===== config.mk =====
export PLATFORM = sky130hd
export DESIGN_NAME = sbl_engine
export DESIGN_NICKNAME = d
export VERILOG_FILES = /design/src/hw/sbl_pkg.sv /design/src/hw/sbl_engine.sv
export SDC_FILE = /design/constraint.sdc
export NUM_CORES = 1
export LEC_CHECK = 0
export ABC_AREA = 0
export BUFFER_PORTS_ARGS = -buffer_cell sky130_fd_sc_hd__buf_2
export CAP_MARGIN = 20
export CELL_PAD_IN_SITES_DETAIL_PLACEMENT = 0
export CELL_PAD_IN_SITES_GLOBAL_PLACEMENT = 1
export CORE_MARGIN = 1
export CORE_UTILIZATION = 33
export CTS_CLUSTER_DIAMETER = 120
export CTS_CLUSTER_SIZE = 30
export DETAILED_ROUTE_END_ITERATION = 6
export PLACE_DENSITY_LB_ADDON = 0.1
export SLEW_MARGIN = 20
export SYNTH_ARGS = -nofsm -noshare
export SYNTH_HDL_FRONTEND = slang
export SYNTH_SLANG_ARGS = --single-unit

===== constraint.sdc =====
create_clock -name clk_sys -period 6.39 [get_ports clk_sys]
set_input_delay 0.639 -clock clk_sys [delete_from_list [all_inputs] [get_ports clk_sys]]
set_output_delay 0.639 -clock clk_sys [all_outputs]
set_load 0.02 [all_outputs]

===== src/hw/sbl_pkg.sv =====
// constants and types shared by the serial binary load/unload engine
package sbl_pkg;
  localparam longint CLK_HZ = 100_000_000; // system clock rate
  localparam longint TIMEOUT_S = 60; // load byte timeout, seconds
  localparam longint TIMEOUT_CYC = TIMEOUT_S * CLK_HZ; // timeout in cycles
  localparam int TMR_W = 33; // timer width, holds timeout count
  localparam int LINE_MAX = 32; // command line buffer depth
  localparam int FIFO_DEPTH = 8; // receive fifo depth
  localparam int DIR_BIT = 31; // direction bit of the count
  localparam logic [7:0] CH_CR = 8'h0d; // carriage return
  localparam logic [7:0] CH_RUB = 8'h7f; // rubout
  localparam logic [7:0] CH_SP = 8'h20; // space separator
  localparam logic [7:0] CH_BANG = 8'h21; // comment character
  localparam logic [7:0] CH_X = 8'h58; // transfer command letter
  localparam logic [7:0] CH_XL = 8'h78; // lower-case form
  localparam logic [7:0] CH_0 = 8'h30; // digit zero
  localparam logic [7:0] CH_9 = 8'h39; // digit nine
  localparam logic [7:0] CH_A = 8'h41; // letter A
  localparam logic [7:0] CH_F = 8'h46; // letter F
  localparam logic [7:0] CH_AL = 8'h61; // letter a
  localparam logic [7:0] CH_FL = 8'h66; // letter f
  localparam logic [7:0] HEX_TEN = 8'h0a; // value of hex letter A
  localparam logic [7:0] CH_Q = 8'h3f; // error mark
  localparam logic [7:0] CH_LF = 8'h0a; // line feed
  localparam logic [7:0] CH_GT = 8'h3e; // prompt character
  localparam logic [2:0] MSG_ERR = 3'h0; // error text start
  localparam logic [2:0] MSG_PROMPT = 3'h3; // prompt text start
  localparam logic [2:0] MSG_LAST = 3'h5; // last message byte
  // received byte with its line error flag
  typedef struct packed {
    logic err;
    logic [7:0] data;
  } sbl_rx_type;
  // memory byte request
  typedef struct packed {
    logic req;
    logic write;
    logic [31:0] addr;
    logic [7:0] wdata;
  } sbl_mem_type;
  // engine states
  typedef enum logic [3:0] {
    S_CMD, S_PARSE, S_CKSUM, S_MSG, S_LD_RX, S_LD_WR, S_LD_SUM,
    S_UL_RD, S_UL_TX, S_UL_SUM
  } sbl_state_type;
  // whole engine state
  typedef struct packed {
    sbl_state_type st;
    logic [7:0] sum;
    logic [31:0] cnt;
    logic [5:0] len;
    logic [5:0] idx;
    logic [1:0] field;
    logic isX;
    logic comment;
    logic [TMR_W-1:0] tmr;
    logic err;
    logic goData;
    logic [2:0] msgIdx;
    logic [7:0] hold;
    logic txValid;
    logic [7:0] txData;
    sbl_mem_type mem;
  } sbl_regs_type;
endpackage


===== src/hw/sbl_engine.sv =====
// receive fifo and binary load/unload engine for the console line
module sbl_fifo #(parameter int WIDTH = 9, parameter int DEPTH = 8) (
  input wire logic clk_sys,
  input wire logic reset_n,
  input wire logic wrValid,
  output logic wrReady,
  input wire logic [WIDTH-1:0] wrData,
  output logic rdValid,
  input wire logic rdReady,
  output logic [WIDTH-1:0] rdData
);
  localparam int AW = $clog2(DEPTH);
  // fifo state: storage and pointers with wrap bit
  typedef struct packed {
    logic [DEPTH-1:0][WIDTH-1:0] mem;
    logic [AW:0] wp;
    logic [AW:0] rp;
  } sbl_fifo_type;
  sbl_fifo_type cur, next_cur;
  logic full, empty;
  // honest flags from the pointers
  assign full = (cur.wp[AW] != cur.rp[AW]) && (cur.wp[AW-1:0] == cur.rp[AW-1:0]);
  assign empty = cur.wp == cur.rp;
  assign wrReady = !full;
  assign rdValid = !empty;
  assign rdData = cur.mem[cur.rp[AW-1:0]];
  // push and pop
  always_comb begin
    next_cur = cur;
    if (wrValid && !full) begin
      next_cur.mem[cur.wp[AW-1:0]] = wrData;
      next_cur.wp = cur.wp + 1'b1;
    end
    if (rdReady && !empty) begin
      next_cur.rp = cur.rp + 1'b1;
    end
  end
  // register, pointers cleared on reset
  always_ff @(posedge clk_sys) begin
    if (!reset_n) begin
      cur <= '0;
    end else begin
      cur <= next_cur;
    end
  end
endmodule

module sbl_engine #(parameter longint TIMEOUT_CYCLES = sbl_pkg::TIMEOUT_CYC,
  parameter int DEPTH = sbl_pkg::FIFO_DEPTH) (
  input wire logic clk_sys,
  input wire logic reset_n,
  input wire logic rxValid,
  output logic rxReady,
  input wire sbl_pkg::sbl_rx_type rxByte,
  output logic txValid,
  input wire logic txReady,
  output logic [7:0] txData,
  input wire logic lineHold,
  output logic flowCancel,
  output logic flowActive,
  output sbl_pkg::sbl_mem_type memOut,
  input wire logic memAck,
  input wire logic memErr,
  input wire logic [7:0] memRdata
);
  sbl_pkg::sbl_regs_type cur, next_cur;
  logic [7:0] lineBuf [sbl_pkg::LINE_MAX]; // command line characters
  logic fValid, pop, timedOut, bufWr;
  sbl_pkg::sbl_rx_type fByte;
  logic [7:0] c, s;
  // console line bytes only; buffer keeps full-rate bursts
  sbl_fifo #(.WIDTH($bits(sbl_pkg::sbl_rx_type)), .DEPTH(DEPTH)) rxFifo (
    .clk_sys(clk_sys), .reset_n(reset_n), .wrValid(rxValid), .wrReady(rxReady),
    .wrData(rxByte), .rdValid(fValid), .rdReady(pop), .rdData(fByte));
  assign txValid = cur.txValid;
  assign txData = cur.txData;
  assign memOut = cur.mem;
  assign timedOut = 64'(cur.tmr) >= TIMEOUT_CYCLES;
  // flow control applies while typing and during unload
  assign flowActive = cur.st inside {sbl_pkg::S_CMD, sbl_pkg::S_UL_RD,
    sbl_pkg::S_UL_TX, sbl_pkg::S_UL_SUM};
  // hex digit value
  function automatic logic [3:0] hexVal(input logic [7:0] ch);
    logic [7:0] v;
    v = 8'h00;
    if (ch >= sbl_pkg::CH_0 && ch <= sbl_pkg::CH_9) begin
      v = ch - sbl_pkg::CH_0;
    end else if (ch >= sbl_pkg::CH_A && ch <= sbl_pkg::CH_F) begin
      v = ch - sbl_pkg::CH_A + sbl_pkg::HEX_TEN;
    end else if (ch >= sbl_pkg::CH_AL && ch <= sbl_pkg::CH_FL) begin
      v = ch - sbl_pkg::CH_AL + sbl_pkg::HEX_TEN;
    end
    return v[3:0];
  endfunction
  // error text then prompt text
  function automatic logic [7:0] msgByte(input logic [2:0] i);
    case (i)
      3'h0: return sbl_pkg::CH_Q;
      3'h1: return sbl_pkg::CH_CR;
      3'h2: return sbl_pkg::CH_LF;
      default: return sbl_pkg::CH_GT;
    endcase
  endfunction
  // next state of the engine
  always_comb begin
    next_cur = cur;
    pop = 1'b0;
    bufWr = 1'b0;
    flowCancel = 1'b0;
    c = lineBuf[cur.idx[4:0]];
    s = cur.sum + fByte.data;
    if (cur.txValid && txReady) begin // transmitter took the byte
      next_cur.txValid = 1'b0;
    end
    // checksum and load data waiting states count toward timeout
    if (cur.st inside {sbl_pkg::S_CKSUM, sbl_pkg::S_LD_RX, sbl_pkg::S_LD_SUM}) begin
      next_cur.tmr = cur.tmr + 1'b1;
    end
    case (cur.st)
      // collect and echo the typed line
      sbl_pkg::S_CMD: begin
        if (fValid && !cur.txValid) begin
          pop = 1'b1;
          if (fByte.data == sbl_pkg::CH_CR) begin
            flowCancel = 1'b1;
            next_cur.txValid = 1'b1;
            next_cur.txData = fByte.data;
            next_cur.idx = '0;
            next_cur.field = '0;
            next_cur.sum = '0;
            next_cur.cnt = '0;
            next_cur.mem.addr = '0;
            next_cur.isX = 1'b0;
            next_cur.comment = 1'b0;
            next_cur.st = sbl_pkg::S_PARSE;
          end else if (fByte.data == sbl_pkg::CH_RUB) begin
            if (cur.len != '0) begin // rubout drops last character, never summed
              next_cur.len = cur.len - 1'b1;
            end
          end else if (cur.len < 6'(sbl_pkg::LINE_MAX)) begin
            bufWr = 1'b1;
            next_cur.len = cur.len + 1'b1;
            next_cur.txValid = 1'b1;
            next_cur.txData = fByte.data;
          end
        end
      end
      // walk the stored line: sum and hex arguments
      sbl_pkg::S_PARSE: begin
        if (cur.idx == cur.len || cur.comment) begin
          next_cur.len = '0;
          next_cur.tmr = '0;
          if (cur.isX) begin
            next_cur.st = sbl_pkg::S_CKSUM;
          end else begin
            next_cur.goData = 1'b0;
            next_cur.msgIdx = sbl_pkg::MSG_PROMPT;
            next_cur.st = sbl_pkg::S_MSG;
          end
        end else begin
          next_cur.idx = cur.idx + 1'b1;
          if (c == sbl_pkg::CH_BANG) begin
            next_cur.comment = 1'b1;
          end else begin
            next_cur.sum = cur.sum + c;
            if (cur.idx == '0) begin
              next_cur.isX = (c == sbl_pkg::CH_X) || (c == sbl_pkg::CH_XL);
            end else if (c == sbl_pkg::CH_SP) begin
              next_cur.field = (cur.field == 2'h3) ? cur.field : cur.field + 2'h1;
            end else if (cur.field == 2'h1) begin
              next_cur.mem.addr = {cur.mem.addr[27:0], hexVal(c)};
            end else if (cur.field == 2'h2) begin
              next_cur.cnt = {cur.cnt[27:0], hexVal(c)};
            end
          end
        end
      end
      // command checksum byte, not echoed
      sbl_pkg::S_CKSUM: begin
        next_cur.goData = 1'b0;
        if (timedOut) begin
          next_cur.msgIdx = sbl_pkg::MSG_ERR;
          next_cur.st = sbl_pkg::S_MSG;
        end else if (fValid) begin
          pop = 1'b1;
          next_cur.goData = s == 8'h00;
          next_cur.msgIdx = (s == 8'h00) ? sbl_pkg::MSG_PROMPT : sbl_pkg::MSG_ERR;
          next_cur.st = sbl_pkg::S_MSG;
        end
      end
      // send error and/or prompt text
      sbl_pkg::S_MSG: begin
        if (!cur.txValid) begin
          next_cur.txValid = 1'b1;
          next_cur.txData = msgByte(cur.msgIdx);
          next_cur.msgIdx = cur.msgIdx + 1'b1;
          if (cur.msgIdx == sbl_pkg::MSG_LAST) begin
            next_cur.sum = '0;
            next_cur.tmr = '0;
            next_cur.err = 1'b0;
            next_cur.goData = 1'b0;
            if (!cur.goData) begin
              next_cur.st = sbl_pkg::S_CMD;
            end else if (cur.cnt[sbl_pkg::DIR_BIT]) begin
              next_cur.st = sbl_pkg::S_UL_RD;
            end else begin
              next_cur.st = sbl_pkg::S_LD_RX;
            end
          end
        end
      end
      // load: take a raw data byte
      sbl_pkg::S_LD_RX: begin
        if (cur.cnt[sbl_pkg::DIR_BIT-1:0] == '0) begin
          next_cur.st = sbl_pkg::S_LD_SUM;
        end else if (timedOut) begin
          next_cur.msgIdx = sbl_pkg::MSG_ERR;
          next_cur.st = sbl_pkg::S_MSG;
        end else if (fValid) begin
          pop = 1'b1;
          next_cur.sum = s;
          next_cur.err = cur.err | fByte.err;
          next_cur.mem.req = 1'b1;
          next_cur.mem.write = 1'b1;
          next_cur.mem.wdata = fByte.data;
          next_cur.st = sbl_pkg::S_LD_WR;
        end
      end
      // load: wait for the memory write
      sbl_pkg::S_LD_WR: begin
        if (memAck) begin
          next_cur.mem.req = 1'b0;
          next_cur.err = cur.err | memErr;
          next_cur.mem.addr = cur.mem.addr + 1'b1;
          next_cur.cnt = cur.cnt - 1'b1;
          next_cur.tmr = '0;
          next_cur.st = sbl_pkg::S_LD_RX;
        end
      end
      // load: data checksum, then report
      sbl_pkg::S_LD_SUM: begin
        if (timedOut) begin
          next_cur.msgIdx = sbl_pkg::MSG_ERR;
          next_cur.st = sbl_pkg::S_MSG;
        end else if (fValid) begin
          pop = 1'b1;
          next_cur.msgIdx = (cur.err || fByte.err || s != 8'h00) ?
            sbl_pkg::MSG_ERR : sbl_pkg::MSG_PROMPT;
          next_cur.st = sbl_pkg::S_MSG;
        end
      end
      // unload: read the next byte
      sbl_pkg::S_UL_RD: begin
        if (cur.cnt[sbl_pkg::DIR_BIT-1:0] == '0) begin
          next_cur.st = sbl_pkg::S_UL_SUM;
        end else if (cur.mem.req && memAck) begin
          next_cur.mem.req = 1'b0;
          next_cur.hold = memRdata;
          next_cur.err = cur.err | memErr;
          next_cur.st = sbl_pkg::S_UL_TX;
        end else begin
          next_cur.mem.req = 1'b1;
          next_cur.mem.write = 1'b0;
        end
      end
      // unload: send the byte unless the host holds the line
      sbl_pkg::S_UL_TX: begin
        if (!cur.txValid && !lineHold) begin
          next_cur.txValid = 1'b1;
          next_cur.txData = cur.hold;
          next_cur.sum = cur.sum + cur.hold;
          next_cur.mem.addr = cur.mem.addr + 1'b1;
          next_cur.cnt = cur.cnt - 1'b1;
          next_cur.st = sbl_pkg::S_UL_RD;
        end
      end
      // unload: negated sum, then prompt
      sbl_pkg::S_UL_SUM: begin
        if (!cur.txValid && !lineHold) begin
          next_cur.txValid = 1'b1;
          next_cur.txData = 8'h00 - cur.sum;
          next_cur.msgIdx = cur.err ? sbl_pkg::MSG_ERR : sbl_pkg::MSG_PROMPT;
          next_cur.st = sbl_pkg::S_MSG;
        end
      end
      default: begin
        next_cur.st = sbl_pkg::S_CMD;
      end
    endcase
  end
  // state register
  always_ff @(posedge clk_sys) begin
    if (!reset_n) begin
      cur <= '0;
    end else begin
      cur <= next_cur;
    end
  end
  // line buffer store
  always_ff @(posedge clk_sys) begin
    if (bufWr) begin
      lineBuf[cur.len[4:0]] <= fByte.data;
    end
  end
endmodule


==> results of run 1 <==
[area by class of cell]
| type | instances | area [um2] | area share |
|---|---|---|---|
| repair buffers | 116 | 711 | 0.0277 |
| inverters | 42 | 163 | 0.00633 |
| flip-flops and latches | 498 | 12500 | 0.488 |
| multi-input cells | 1419 | 10400 | 0.405 |
| well taps | 950 | 1190 | 0.0463 |
| clock buffers | 31 | 584 | 0.0227 |
| clock inverters | 7 | 113 | 0.00438 |
[kinds of logic (layout without fill, tap and decap cells)]
family,Yosys count,in the layout,synth area share
compound gates,359,359,0.101
xor+xnor,101,101,0.0369
fa+ha+maj,41,41,0.0223
buf+inv,225,196,0.0464
flops,498,498,0.523
mux,197,197,0.133
simple gates,721,721,0.138
[worst max-delay path, stage by stage, from the launching register on]
cell and delay [ns]:
dfxtp_1 0.87, mux4_2 0.60, mux2i_1 0.66, inv_1 0.10, buf_4 0.29, ha_1 0.33, a21o_1 0.18, a21oi_1 0.20
o21ai_0 0.17, o41ai_1 0.33, xnor2_1 0.17, nor4_1 0.50, nand4_1 0.23, a21oi_1 0.22
[cell usage in the layout, fill, tap and decap left out, drive strengths merged, types with 27 or more instances in the layout]
master | synthesis | layout
clkbuf | 90 | 31
xor2 | 53 | 53
a221oi | 27 | 27
xnor2 | 48 | 48
nor3 | 72 | 72
nand3 | 55 | 55
edfxtp | 256 | 256
a21oi | 105 | 105
ha | 38 | 38
mux4 | 94 | 94
buf | 93 | 116
inv | 38 | 43
mux2i | 100 | 100
nor2 | 281 | 281
nand2 | 177 | 177
dfxtp | 242 | 242
o21ai | 78 | 78
[report_power, final]
group,total (W),switching [W],internal [W]
Clock,0.00181,0.00112,0.000690
Sequential,0.00379,0.000213,0.00358
Combinational,0.00293,0.00191,0.00102
[synthesized netlist by cell type, drive strengths merged (4+ instances only)]
library cell | n | share of area
nor2 | 281 | 0.044
edfxtp | 256 | 0.32
dfxtp | 242 | 0.20
nand2 | 177 | 0.028
a21oi | 105 | 0.022
mux2i | 100 | 0.043
mux4 | 94 | 0.088
buf | 93 | 0.026
clkbuf | 90 | 0.014
o21ai | 78 | 0.017
nor3 | 72 | 0.015
nand3 | 55 | 0.011
xor2 | 53 | 0.019
xnor2 | 48 | 0.018
ha | 38 | 0.020
inv | 38 | 0.0060
a221oi | 27 | 0.010
nor4 | 20 | 0.0052
a211oi | 19 | 0.0062
nand4 | 18 | 0.0053
o32ai | 14 | 0.0051
or3 | 14 | 0.0039
a22o | 13 | 0.0048
or2 | 13 | 0.0034
a22oi | 11 | 0.0034
nor2b | 11 | 0.0029
or4 | 11 | 0.0034
a31oi | 10 | 0.0026
and3 | 9 | 0.0023
a21o | 8 | 0.0025
a31o | 8 | 0.0029
o31ai | 8 | 0.0025
a2111oi | 7 | 0.0028
o211ai | 7 | 0.0026
and4 | 6 | 0.0022
nand3b | 6 | 0.0019
o22ai | 6 | 0.0016
o41ai | 6 | 0.0022
and2 | 5 | 0.0013
nor3b | 5 | 0.0016
o211a | 5 | 0.0021
clkinv | 4 | 0.00063
nand2b | 4 | 0.0010
nand4b | 4 | 0.0015
nor4b | 4 | 0.0015
[how the worst min path moves through the flow]
stage	from	slack, ns	to	depth (start not counted)
after global placement	rxFifo.cur[64]	0.46	rxFifo.cur[64]	2
after floorplan	txData[3]	0.43	txData[3]	2
after global routing	memRdata[4]	0.24	cur[55]	3
after detailed placement	rxFifo.cur[64]	0.47	rxFifo.cur[64]	2
after CTS	memRdata[4]	0.22	cur[55]	3
final	memRdata[4]	0.25	cur[55]	3
[through the flow]
| stage | cells | setup WS (ns) | power, W | utilization | instance area, um2 |
|---|---|---|---|---|---|
| after floorplan | 2142 | 2.52 | 0.00596 | - | 24000 |
| after global placement | 3024 | 1.45 | 0.00681 | 0.348 | 25000 |
| after detailed placement | 3024 | 1.41 | 0.00683 | 0.348 | 25000 |
| after CTS | 3062 | 1.33 | 0.00866 | 0.358 | 25700 |
| after global routing | 3063 | 1.13 | 0.00905 | 0.358 | 25700 |
| final | 3063 | 1.42 | 0.00854 | 0.358 | 25700 |
[registers in the layout, summed over array words and instances, names as in the netlist, named ones only]
register	cells
txValid	1
cur	106
memOut	42
txData	8
rxFifo.cur	80
lineBuf	256
[metal layers]
metal / track usage / wire, um
met4: 0.0308 / 1070
met3: 0.0242 / 2360
met2: 0.295 / 31500
met1: 0.256 / 32200
met5: 0 / 0
==> out/metrics.yaml, run 1 <==
logic_synthesis:
  async_flop_share: 0
  synth_cells: 2142
  ys_types: 82
  dominantRegCellSynth: "edfxtp_1"
  ys_ff_latch: 498
  synth_edf_count: 256
  synth_area_mm2: 0.0240
  synth_warnings: 0
  synthesis.nets: 2207
  seq_area_frac_synth: 0.523
  avgSynthCellArea_um2: 11.2
critical_path:
  rrSetupSlack_ns: 1.42
  worstReg2RegEnd: "cur[60]"
  critPathCaptureType: "register"
  path_class: "reg2reg"
  crit_end: "cur[60]"
  reg2reg_from: "rxFifo.cur[1]"
  r2r_cells: 13
  crit_start: "rxFifo.cur[1]"
  critPathLaunchType: "register"
  arrival_ns: 5.49
  path_max_fanout: 34
  worst_ep_required_time_ns: 6.91
floorplanning:
  initial_core_util: 0.334
  die_h_um: 271
  rows: 98
  dieArea_mm2: 0.0737
  ios: 78
  die_width_um: 271
  coreArea_mm2: 0.0717
drt:
  drt_first_iter_violations: 1132
  drc: 0
  drt_wl_total_mm: 67.1
  avgViaCountPerCell: 5.34
  first_pass_iters: 5
  detail_route.wl_per_cell_um: 21.9
  drtAntennaViolNets: 0
  num_vias: 16400
sta:
  finClkSkew_ns: 0.0549
  fin_crit_sh: 0.778
  rsz0062_at_grt: "false"
  max_freq_ghz: 0.201
  final.setup.tns_ns: 0
  finalHoldViolCount: 0
  worstMarginPinSlew_ns: 1.22
  setup_violations: 0
  relSlewSlack: 0.182
  fin_crit_ns: 4.97
  slew_viol_final: 0
  fin_hold_ws_ns: 0.250
clock_tree:
  clk_pin_slew_worst_paths_ns: 0.12
  cts_tree: "built"
  worstSkewPairLatency_ns: 0.62
  cts_sinks: 498
  cts_resized: 0
  cts_made_buffers: 22
  ctsHoldBuffers: 0
  cts.htree.levels: 1
  cts_buffer_depth: 3
  cts_setup_buffers: 0
  clock-root-buffer: "clkbuf_16"
finish:
  drive_gt1_frac: 0.137
  n_fill_cell: 7101
  nNetsFinal: 2164
  syn2layout_area_growth_pct: 7.23
  diodes: 0
placed_design:
  dp_hpwl_mm: 44.6
  finalWeightedCongestion: 0.809
  numPortBuffers: 77
global_route:
  antenna_found_initial: 2
  grt_pass1_wl_mm: 104
  grt_pass1_vias: 16500
  grt_overflow: 0
  grt_use_total: 0.180
  grt_max_degree: 85
outcome:
  status: "complete, no violations"
job:
  cap_violations: 0
worst_hold_path:
  hold_path.class: "in2reg"
pwr:
  ir_worst_vdd_uv: 203
  power_density_mw_per_mm2: 332
  p_leak_nw: 8.90
Power figures use the tool's default switching activity.
==> run 2: changes to the inputs <==
==> constraint.sdc (replaced) <==
create_clock -name clk_sys -period 4.74 [get_ports clk_sys]
set_input_delay 0.474 -clock clk_sys [delete_from_list [all_inputs] [get_ports clk_sys]]
set_output_delay 0.474 -clock clk_sys [all_outputs]
set_load 0.02 [all_outputs]
==> run 2 against run 1 <==
  * Routed wire length is 0.33% lower
  * Hold slack worse by 0.14 ns
  * Global-route usage barely moved
  * Largest power group unchanged
==> out/metrics.yaml, run 2 (synthesized netlist as in run 1, its figures left out) <==
global_route:
  antenna_found_initial: 4  # +2
  grt_max_degree: 128  # +51%
  grt_overflow: 0  # unchanged
  grt_pass1_wl_mm: 104  # -0.10%
  grt_use_total: 0.180  # -0.000421
  grt_pass1_vias: 16400  # -0.66%
sta:
  finClkSkew_ns: 0.0402  # -0.0147 ns
  final.setup.tns_ns: 0  # unchanged
  finalWorstSetupSlack_ns: 0.513  # -0.907 ns
  fin_crit_sh: 0.892  # +0.114
  slew_viol_final: 0  # unchanged
  rsz0062_at_grt: "false"
  worstMarginPinSlew_ns: 1.06  # -0.156 ns
  finalHoldViolCount: 0  # unchanged
  setup_violations: 0  # unchanged
  fin_crit_ns: 4.23  # -0.743 ns
  relSlewSlack: 0.294  # +0.111
  max_freq_ghz: 0.237  # +18%
critical_path:
  arrival_ns: 4.76  # -0.73 ns
  crit_slowest_cell: "dfxtp_1"
  critPathLaunchType: "register"
  crit_top_cell: "buf_4"
  path_max_fanout: 17  # -50%
  path_class: "reg2reg"
  crit_path_max_incr_delay_ns: 0.67  # -0.20 ns
  critical_path_buf_inv_count: 6  # +4
  path_cells: "buf_4 > clkinv_1 > mux2i_1 > buf_4 > inv_1 > buf_4 > fa_1 > a21o_1 > a21oi_1 > o21bai_1 > a21oi_1 > xnor2_1 > nor4_1 > buf_4 > nand4_1 > a21oi_1"
  critPathCaptureType: "register"
  worst_ep_required_time_ns: 5.27  # -1.64 ns
  crit_family: "buffers and inverters"
floorplanning:
  coreArea_mm2: 0.0717  # unchanged
  ios: 78  # unchanged
  rows: 98  # unchanged
  dieArea_mm2: 0.0737  # unchanged
  die_h_um: 271  # unchanged
  initial_core_util: 0.334  # unchanged
  die_width_um: 271  # unchanged
clock_tree:
  clk_pin_slew_worst_paths_ns: 0.12  # about the same
  cts_setup_buffers: 0  # unchanged
  cts_buffer_depth: 3  # unchanged
  cts_resized: 0  # unchanged
  worstSkewPairLatency_ns: 0.60  # -0.02 ns
  ctsHoldBuffers: 0  # unchanged
  cts_sinks: 498  # unchanged
  cts.htree.levels: 1  # unchanged
  cts_tree: "built"
  cts_made_buffers: 22  # unchanged
  clock-root-buffer: "clkbuf_16"
drt:
  drt_first_iter_violations: 1163  # +2.7%
  first_pass_iters: 5  # unchanged
  drt_wl_total_mm: 66.8  # -0.33%
  avgViaCountPerCell: 5.33  # -0.24%
  num_vias: 16600  # +1.6%
  detail_route.wl_per_cell_um: 21.4  # -2.1%
  drtAntennaViolNets: 0  # unchanged
  drc: 0  # unchanged
outcome:
  status: "complete, no violations"
finish:
  syn2layout_area_growth_pct: 9.15
  mostFrequentLayoutCell: "nor2_1"
  n_fill_cell: 7107  # +0.084%
  largest_register_ffs: 256  # unchanged
  final_cell_mix: "nor2_1, edfxtp_1, dfxtp_1, nand2_1, a21oi_1"
  multi_input_area_mm2: 0.0104  # -0.17%
  diodes: 0  # unchanged
  nNetsFinal: 2221  # +2.6%
  regArea_mm2: 0.0125  # unchanged
  drive_gt1_frac: 0.162  # +0.0246
pwr:
  power_density_mw_per_mm2: 442  # +33%
  p_leak_nw: 9.23  # +3.7%
  ir_worst_vdd_uv: 254  # +25%
placed_design:
  pre_cts_ws_ns: 0.551  # -0.856 ns
  finalWeightedCongestion: 0.822  # +1.6%
  dp_hpwl_mm: 45.6  # +2.3%
  numPortBuffers: 77  # unchanged
worst_hold_path:
  hold_path.class: "in2reg"
job:
  cap_violations: 0  # unchanged
-- run 2: where the power goes --
| part | switching, W | total [W] | leakage [nW] | internal (W) |
|---|---|---|---|---|
| clock | 0.00147 | 0.00249 | 0.355 | 0.00102 |
| sequential | 0.000267 | 0.00509 | 4.32 | 0.00482 |
| combinational | 0.00256 | 0.00398 | 4.55 | 0.00143 |
-- run 2: metal layers --
layer	global-route usage	up-vias	routed length, um	share of wire
met1	0.261	8426	32200	0.48
met4	0.0302	2	850	0.013
met5	0	-	13	0.00019
li1	-	7890	-	-
met2	0.295	258	31700	0.47
met3	0.0147	52	2020	0.030
-- run 2: tightest hold or removal path, cell delays in order --
cell and delay (ns):
buf_2 0.07, mux2i_1 0.05, nor2_1 0.07
-- run 2: path summary, 6_finish.rpt --
path | from | end | slack, ns | cells past startpoint
max | rxFifo.cur[0] | cur[60] | 0.51 | 16
min | memRdata[4] | cur[55] | 0.11 | 3
max reg2reg | rxFifo.cur[0] | cur[60] | 0.51 | 16
min reg2reg | rxFifo.cur[62] | rxFifo.cur[62] | 0.48 | 2
-- run 2: layout make-up --
| type | count | share of cell area |
|---|---|---|
| multi-input combinational | 1419 | 0.397 |
| timing repair buffer | 173 | 0.0442 |
| clock buffer | 30 | 0.0238 |
| tap | 950 | 0.0454 |
| sequential | 498 | 0.479 |
| inverter | 42 | 0.00622 |
| clock inverter | 7 | 0.00407 |
-- run 2: per-stage QoR --
| step | total power [W] | area (um2) | std cells | hold slack, ns | util |
|---|---|---|---|---|---|
| 2_1_floorplan | 0.00803 | 24000 | 2142 | 0.427 | - |
| 3_3_place_gp | 0.00918 | 25400 | 3082 | 0.462 | 0.355 |
| 3_5_place_dp | 0.00920 | 25400 | 3082 | 0.466 | 0.355 |
| 4_1_cts | 0.0117 | 26200 | 3119 | 0.0739 | 0.365 |
| 5_1_grt | 0.0123 | 26200 | 3119 | 0.108 | 0.365 |
| 6_report | 0.0116 | 26200 | 3119 | 0.106 | 0.365 |
